## config.mk

```make
export PLATFORM = sky130hd
export DESIGN_NAME = page_history_bit_updater
export DESIGN_NICKNAME = d
export VERILOG_FILES = /design/src/page_history_pkg.sv /design/src/page_history_bit_updater.sv
export SDC_FILE = /design/constraint.sdc
export NUM_CORES = 1
export LEC_CHECK = 0
export ABC_AREA = 1
export ABC_CLOCK_PERIOD_IN_PS = 2300
export BUFFER_PORTS_ARGS = -buffer_cell sky130_fd_sc_hd__clkbuf_2
export CAP_MARGIN = 15
export CORE_MARGIN = 2
export CORE_UTILIZATION = 45
export DETAILED_ROUTE_END_ITERATION = 8
export PLACE_DENSITY = 0.68
export SETUP_SLACK_MARGIN = 0.15
export SLEW_MARGIN = 15
export SYNTH_ARGS = -nofsm -noshare
export SYNTH_HDL_FRONTEND = slang
export SYNTH_SLANG_ARGS = --single-unit
```

## constraint.sdc

```tcl
create_clock -name clk_i -period 2.3 [get_ports clk_i]
set_clock_uncertainty 0.05 [all_clocks]
set_input_delay 0.115 -clock clk_i [delete_from_list [all_inputs] [get_ports clk_i]]
set_output_delay 0.115 -clock clk_i [all_outputs]
set_load 0.005 [all_outputs]
```

## src/page_history_pkg.sv

```systemverilog
package page_history_pkg;

    // ------------------------------------------------------------
    // entry layout (second word, lsb numbering)
    // ------------------------------------------------------------
    localparam logic [31:0] WORD1_OFFSET   = 32'h0000_0004;
    localparam int          REF_BIT_POS    = 8;
    localparam int          CHG_BIT_POS    = 7;
    localparam logic [3:0]  TABLE_MEM_ATTR = 4'h2;

    // ------------------------------------------------------------
    // register map
    // ------------------------------------------------------------
    localparam logic [3:0] CTRL_OFFSET   = 4'h0;
    localparam logic [3:0] STATUS_OFFSET = 4'h4;
    localparam logic [3:0] COUNT_OFFSET  = 4'h8;
    localparam int         CTRL_EN_POS     = 0;
    localparam int         CTRL_ASSUME_POS = 1;
    localparam logic [1:0] CTRL_RESET      = 2'h1;

    typedef enum logic [3:0] {
        KIND_FETCH,
        KIND_LOAD,
        KIND_EXT_IN,
        KIND_STORE,
        KIND_EXT_OUT,
        KIND_BLOCK_ZERO,
        KIND_BLOCK_ALLOC,
        KIND_CACHE_HINT,
        KIND_TOUCH,
        KIND_BLOCK_INVAL,
        KIND_ZERO_LEN_LOAD,
        KIND_ZERO_LEN_STORE,
        KIND_COND_NO_STORE
    } access_kind_type;

    typedef struct packed {
        logic            valid;
        access_kind_type kind;
        logic            instruction_translate_enable;
        logic            data_translate_enable;
        logic            block_translation;
        logic            direct_store;
        logic            noexec_fault;
        logic            protect_fault;
        logic            speculative;
        logic            blocking_exc;
        logic            alloc_unmodified;
        logic            tlb_hit;
        logic            tlb_ref;
        logic            tlb_chg;
        logic [31:0]     pte_addr;
    } access_req_type;

    typedef struct packed {
        logic        valid;
        logic        write;
        logic [31:0] addr;
        logic [31:0] wdata;
        logic [3:0]  attr;
    } mem_req_type;

    typedef struct packed {
        logic valid;
        logic set_ref;
        logic set_chg;
    } tlb_update_type;

    typedef struct packed {
        logic [3:0]  addr;
        logic [31:0] wdata;
        logic        wr;
        logic        rd;
    } reg_req_type;

endpackage

```

## src/page_history_bit_updater.sv

```systemverilog
// Chosen here: the register addresses and the address-and-strobe port.
module page_history_bit_updater (
    input  wire logic                             clk_i,
    input  wire logic                             reset_i,
    input  wire page_history_pkg::reg_req_type    reg_req_i,
    output logic [31:0]                           reg_rdata_o,
    input  wire page_history_pkg::access_req_type acc_i,
    output logic                                  acc_ready_o,
    output page_history_pkg::tlb_update_type      tlb_update_o,
    output page_history_pkg::mem_req_type         mem_req_o,
    input  wire logic                             mem_gnt_i,
    input  wire logic                             mem_rvalid_i,
    input  wire logic [31:0]                      mem_rdata_i
);
    import page_history_pkg::*;

    typedef enum logic [2:0] {
        ST_IDLE,
        ST_READ,
        ST_WAIT,
        ST_WRITE
    } phase_type;

    typedef struct packed {
        phase_type      phase;
        logic [1:0]     ctrl;
        logic           pend_ref;
        logic           pend_chg;
        logic [31:0]    count;
        logic [31:0]    rdata;
        mem_req_type    mem;
        tlb_update_type tlb;
    } state_type;

    state_type state_ff;
    state_type nxt_state;

    // ------------------------------------------------------------
    // scenario classification
    // ------------------------------------------------------------
    // returns {set_ref, set_chg}; maybe outcomes resolved conservatively
    function automatic logic [1:0] classify(input access_req_type a);
        logic xlate;
        logic [1:0] res;
        xlate = (a.kind == KIND_FETCH) ? a.instruction_translate_enable : a.data_translate_enable;
        res = 2'h0;
        if (!xlate || a.block_translation || a.direct_store) begin
            res = 2'h0;
        end else if (a.noexec_fault || a.protect_fault) begin
            res = 2'h0;
        end else if (a.speculative) begin
            res = 2'h0;
        end else begin
            case (a.kind)
                KIND_ZERO_LEN_LOAD, KIND_ZERO_LEN_STORE, KIND_COND_NO_STORE: res = 2'h2;
                KIND_FETCH, KIND_LOAD, KIND_EXT_IN: res = 2'h2;
                KIND_STORE, KIND_EXT_OUT, KIND_BLOCK_ZERO: res = a.blocking_exc ? 2'h2 : 2'h3;
                KIND_BLOCK_ALLOC: begin
                    if (a.alloc_unmodified) begin
                        res = 2'h0;
                    end else begin
                        res = a.blocking_exc ? 2'h2 : 2'h3;
                    end
                end
                KIND_CACHE_HINT, KIND_TOUCH, KIND_BLOCK_INVAL: res = 2'h2;
                default: res = 2'h0;
            endcase
        end
        if (res[0]) begin
            res[1] = 1'b1;
        end
        return res;
    endfunction

    logic [1:0] outcome;
    logic       take;
    logic       need_ref;
    logic       need_chg;
    logic       enabled;
    logic       assume_ref;

    assign enabled     = state_ff.ctrl[CTRL_EN_POS];
    assign assume_ref  = state_ff.ctrl[CTRL_ASSUME_POS];
    assign outcome     = classify(acc_i);
    assign acc_ready_o = (state_ff.phase == ST_IDLE);
    assign take        = acc_i.valid && acc_ready_o;

    // ------------------------------------------------------------
    // table-update decision
    // ------------------------------------------------------------
    always_comb begin
        need_ref = 1'b0;
        need_chg = 1'b0;
        if (outcome[1] && !(acc_i.tlb_hit && (acc_i.tlb_ref || assume_ref))) begin
            need_ref = 1'b1;
        end
        if (outcome[0] && !(acc_i.tlb_hit && acc_i.tlb_chg)) begin
            need_chg = 1'b1;
        end
    end

    // ------------------------------------------------------------
    // next state
    // ------------------------------------------------------------
    always_comb begin
        nxt_state = state_ff;
        nxt_state.tlb = '0;
        if (reg_req_i.wr && reg_req_i.addr == CTRL_OFFSET) begin
            nxt_state.ctrl = reg_req_i.wdata[1:0];
        end
        case (state_ff.phase)
            ST_IDLE: begin
                if (take) begin
                    nxt_state.tlb.valid   = acc_i.tlb_hit && (outcome != 2'h0);
                    nxt_state.tlb.set_ref = outcome[1];
                    nxt_state.tlb.set_chg = outcome[0];
                    if (enabled && (need_ref || need_chg)) begin
                        nxt_state.pend_ref   = need_ref || need_chg;
                        nxt_state.pend_chg   = need_chg;
                        nxt_state.phase      = ST_READ;
                        nxt_state.mem.valid  = 1'b1;
                        nxt_state.mem.write  = 1'b0;
                        nxt_state.mem.addr   = acc_i.pte_addr + WORD1_OFFSET;
                        nxt_state.mem.wdata  = '0;
                        nxt_state.mem.attr   = TABLE_MEM_ATTR;
                    end
                end
            end
            ST_READ: begin
                if (mem_gnt_i) begin
                    nxt_state.mem.valid = 1'b0;
                    nxt_state.phase     = ST_WAIT;
                end
            end
            ST_WAIT: begin
                if (mem_rvalid_i) begin
                    nxt_state.rdata     = mem_rdata_i;
                    nxt_state.mem.valid = 1'b1;
                    nxt_state.mem.write = 1'b1;
                    nxt_state.mem.wdata = mem_rdata_i;
                    nxt_state.mem.wdata[REF_BIT_POS] = mem_rdata_i[REF_BIT_POS] | state_ff.pend_ref;
                    nxt_state.mem.wdata[CHG_BIT_POS] = mem_rdata_i[CHG_BIT_POS] | state_ff.pend_chg;
                    nxt_state.phase = ST_WRITE;
                end
            end
            ST_WRITE: begin
                if (mem_gnt_i) begin
                    nxt_state.mem.valid = 1'b0;
                    nxt_state.mem.write = 1'b0;
                    nxt_state.count     = state_ff.count + 32'h0000_0001;
                    nxt_state.phase     = ST_IDLE;
                end
            end
            default: begin
                nxt_state.phase = ST_IDLE;
            end
        endcase
    end

    always_ff @(posedge clk_i) begin
        if (reset_i) begin
            state_ff       <= '0;
            state_ff.phase <= ST_IDLE;
            state_ff.ctrl  <= CTRL_RESET;
        end else begin
            state_ff <= nxt_state;
        end
    end

    // ------------------------------------------------------------
    // register read
    // ------------------------------------------------------------
    logic [31:0] rdata_ff;

    always_ff @(posedge clk_i) begin
        if (reset_i) begin
            rdata_ff <= '0;
        end else if (reg_req_i.rd) begin
            case (reg_req_i.addr)
                CTRL_OFFSET:   rdata_ff <= {30'h0, state_ff.ctrl};
                STATUS_OFFSET: rdata_ff <= {31'h0, state_ff.phase != ST_IDLE};
                COUNT_OFFSET:  rdata_ff <= state_ff.count;
                default:       rdata_ff <= 32'h0;
            endcase
        end else begin
            rdata_ff <= 32'h0;
        end
    end

    assign reg_rdata_o  = rdata_ff;
    assign mem_req_o    = state_ff.mem;
    assign tlb_update_o = state_ff.tlb;
endmodule

```

==> results.sh <==
export IMPL_powerDensity_nw_per_um2=677.8
export IMPL_synth_seq_cells=140
export IMPL_drt_initial_drc_count=317
export IMPL_cp_arrival_ns=2.32
export IMPL_ios=229
export IMPL_grt_pass1_vias=6038
export IMPL_drcViolationCount=0
export IMPL_post_route_period_util=0.8827
export IMPL_cp_common_cell="nor2_1"
export IMPL_grt_usage=0.2124
export IMPL_fmax_ghz=0.4926
export IMPL_hpwl_microns=11600
export IMPL_ant_nets=0
export IMPL_critPathTopFamily="simple AND/OR/NAND/NOR gates"
export IMPL_synth_simple_area_share=0.2864
export IMPL_end_kind="register"
export IMPL_synth_seq_area_share=0.4048
export IMPL_synthAdderAreaFrac=0.01265
export IMPL_overflow=0
export IMPL_synth_top_family_by_area="simple AND/OR/NAND/NOR gates"
export IMPL_fin_crit_ns=2.030
export IMPL_die_w_microns=128.0
export IMPL_reg2reg_depth=11
export IMPL_postRouteWirelength_microns=17400
export IMPL_postLayoutCoreUtil=0.5753
export IMPL_synth_distinct_cells=37
export IMPL_start_util=0.4572
export IMPL_mostFrequentLayoutCells="195 x clkbuf_2, 180 x nand2_1, 138 x dfxtp_1"
export IMPL_synth_edff_count=0
export IMPL_grt_pass1_wl_microns=27970
export IMPL_htree_levels=4
export IMPL_viasPerCell=4.879
export IMPL_switchingPower_w=0.001671
export IMPL_cts_num_sinks=140
export IMPL_ys_warn_count=0
export IMPL_grt_max_degree=68
export IMPL_cts_buffer_depth=2
export IMPL_vdd_ir_drop_max_v=0.0005308
export IMPL_slew_headroom=0.4912
export IMPL_worstMarginPinSlew_ns=0.7633
export IMPL_path_buf_inv=1
export IMPL_layout_commonest_cell="clkbuf_2"
export IMPL_hp_class="in -> reg"
export IMPL_finalSetupViolations=0
export IMPL_worstHoldEndpoint="mem_req_o[46]$_SDFFE_PP0P_"
export IMPL_diodes=0
export IMPL_synthMuxAreaShare=0
export IMPL_fp_dieH_microns=128.0
export IMPL_maxCapViolCount=0
export IMPL_core_area_sq_um=15150
export IMPL_finalHoldViolCount=0
export IMPL_cts_tree="yes"
export IMPL_vias=6387
export IMPL_crit_path_max_incr_delay_ns=0.35
export IMPL_internal_power_w=0.004235
export IMPL_die_area_sq_um=16400
export IMPL_syn_area_per_cell_sq_um=7.445
export IMPL_switching_share=0.2830
export IMPL_worstSetupPathType="reg -> reg"
export IMPL_netlist_area_sq_um=6924
export IMPL_synth_compound_area_frac=0.09451
export IMPL_worst_endpoint_required_ns=2.59
export IMPL_r2r_slack_ns=0.27
export IMPL_path_clk_slew_ns=0.06
export IMPL_io_buffers=195
export IMPL_final_setup_tns_ns=0
export IMPL_synthXorXnorAreaFrac=0.04933
export IMPL_status="finished clean"
export IMPL_netlist_instances=930
export IMPL_synth_async_sr_flop_share=0
export IMPL_worst_path_max_fanout=8
export IMPL_p_leak_nw=3.676
export IMPL_layout_nets=1241
export IMPL_min_from="acc_i[10]"
export IMPL_maxSlewViolCount=0
export IMPL_wl_per_cell_microns=13.29
export IMPL_insertion_delay_ns=0.42
export IMPL_place_gp_congestion=0.8918
export IMPL_cp_slowest_cell="dfxtp_2"
export IMPL_fillers=1440
export IMPL_r2r_end="state_ff[132]$_SDFFE_PP0P_"
export IMPL_rsz0062_at_grt="false"
export IMPL_cts_root_buf="clkbuf_16"
export IMPL_startpoint_type="register"
export IMPL_hold_depth=3
export IMPL_firstDrtPassIters=5
export IMPL_cts_buffers=17
export IMPL_row_count=45
export IMPL_path_cells="ha_2 > nand2_4 > nor2_1 > inv_1 > nor2_1 > nand2_2 > nor3_4 > nand3_2 > nor2_1 > nor2_1 > nor3_1"
export IMPL_r2r_start="state_ff[142]$_SDFFE_PP0P_"
export IMPL_synth_top_flop_cell="dfxtp_1"
export IMPL_clkPwrFrac=0.420
export IMPL_final_layout_size_suffix_gt1_frac=0.2444
export IMPL_pwr_share_seq=0.419
export IMPL_area_growth_pct=25.84
export IMPL_antenna_found_initial=0
export IMPL_combPwrFrac=0.160
-- sequential cells by signal (all words and copies together) (netlist names) --
signal,count
assume_ref,1
enabled,1
mem_req_o,67
reg_rdata_o,32
state_ff,36
tlb_update_o,3
-- worst max-delay path by stage --
stage / startpoint / end / slack, ns / cells after the start
2_1_floorplan: state_ff[142]$_SDFFE_PP0P_ / state_ff[131]$_SDFFE_PP0P_ / 0.55 / 10
3_3_place_gp: state_ff[142]$_SDFFE_PP0P_ / state_ff[135]$_SDFFE_PP0P_ / 0.26 / 9
3_5_place_dp: state_ff[142]$_SDFFE_PP0P_ / state_ff[135]$_SDFFE_PP0P_ / 0.23 / 9
4_1_cts: state_ff[142]$_SDFFE_PP0P_ / state_ff[132]$_SDFFE_PP0P_ / 0.22 / 10
5_1_grt: state_ff[142]$_SDFFE_PP0P_ / state_ff[130]$_SDFFE_PP0P_ / 0.13 / 10
6_report: state_ff[142]$_SDFFE_PP0P_ / state_ff[132]$_SDFFE_PP0P_ / 0.27 / 11
-- metal layers --
| layer | share of wire | global-route usage | routed length (microns) | vias up |
|---|---|---|---|---|
| met3 | 0.071 | 0.06636 | 1228 | 25 |
| li1 | - | - | - | 3288 |
| met5 | 0 | 0 | 0 | - |
| met1 | 0.44 | 0.2528 | 7609 | 2883 |
| met2 | 0.47 | 0.3592 | 8245 | 191 |
| met4 | 0.018 | 0.08080 | 314 | 0 |
-- final cells by class --
type | count | area, sq um | share of cell area
Clock inverter | 12 | 103.9 | 0.01192
Multi-Input combinational cell | 605 | 3147 | 0.3611
Timing Repair Buffer | 271 | 1712 | 0.1964
Clock buffer | 17 | 425.4 | 0.04882
Tap cell | 188 | 235.2 | 0.02700
Sequential cell | 140 | 2805 | 0.3219
Inverter | 76 | 285.3 | 0.03274
-- power groups by stage --
stage | Clock [W] | Sequential [W] | Combinational (W)
after floorplan | 0 | 0.00252 | 0.000688
after global placement | 0 | 0.00253 | 0.000860
after detailed placement | 0 | 0.00253 | 0.000859
after CTS | 0.00254 | 0.00247 | 0.000940
after global routing | 0.00266 | 0.00248 | 0.00104
final | 0.00248 | 0.00248 | 0.000946
-- repair_timing --
| item | CTS | global route |
|---|---|---|
| buffers inserted | 0 | 3 |
| gates resized for setup | 0 | 18 |
| hold endpoints to repair | 58 | 0 |
| setup endpoints to repair | 0 | 26 |
| hold buffers | 61 | 0 |
-- Yosys cell counts (8+ instances only) --
cell      number  share of area
buf_2          8         0.0058
xnor2_1        8          0.010
nand4_1        9         0.0081
dfxtp_1      140           0.40
nand2_1      182          0.099
o21ai_0       18          0.013
o21ai_1       19          0.014
a21oi_1       82          0.059
nand3_1       36          0.026
inv_1         75          0.041
xor2_1        31          0.039
buf_4         77          0.083
clkbuf_1      21          0.011
nor2_1       100          0.054
nor3_1        42          0.030
nand3b_1      32          0.035
-- metrics by stage --
step                hold slack (ns)  total power (W)  cells  worst slack [ns]  instance area (sq um)
floorplan                    0.1559         0.003208    932            0.5490                   6932
global placement             0.2834         0.003388   1216            0.2567                   7482
detailed placement           0.2897         0.003387   1216            0.2322                   7482
CTS                        0.006322         0.005957   1306            0.2154                   8622
global route                0.02723         0.006179   1309            0.1349                   8713
finish                      0.02203         0.005906   1309            0.2698                   8713
-- cell families (layout without fill, tap and decap cells) --
| kind of cell | Yosys count | count (layout) |
|---|---|---|
| simple gates | 429 | 429 |
| buf+inv | 187 | 376 |
| flops | 140 | 140 |
| compound gates | 127 | 127 |
| xor+xnor | 39 | 39 |
| fa+ha+maj | 7 | 7 |
| other cells | 1 | 3 |
-- worst reg2reg max path, delay by kind of cell (launching register included) --
family / cells / cell delay [ns]
fa+ha+maj: 1 / 0.22
buf+inv: 1 / 0.12
flops: 1 / 0.35
simple gates: 9 / 1.23
(Power assumes the default switching activity.)
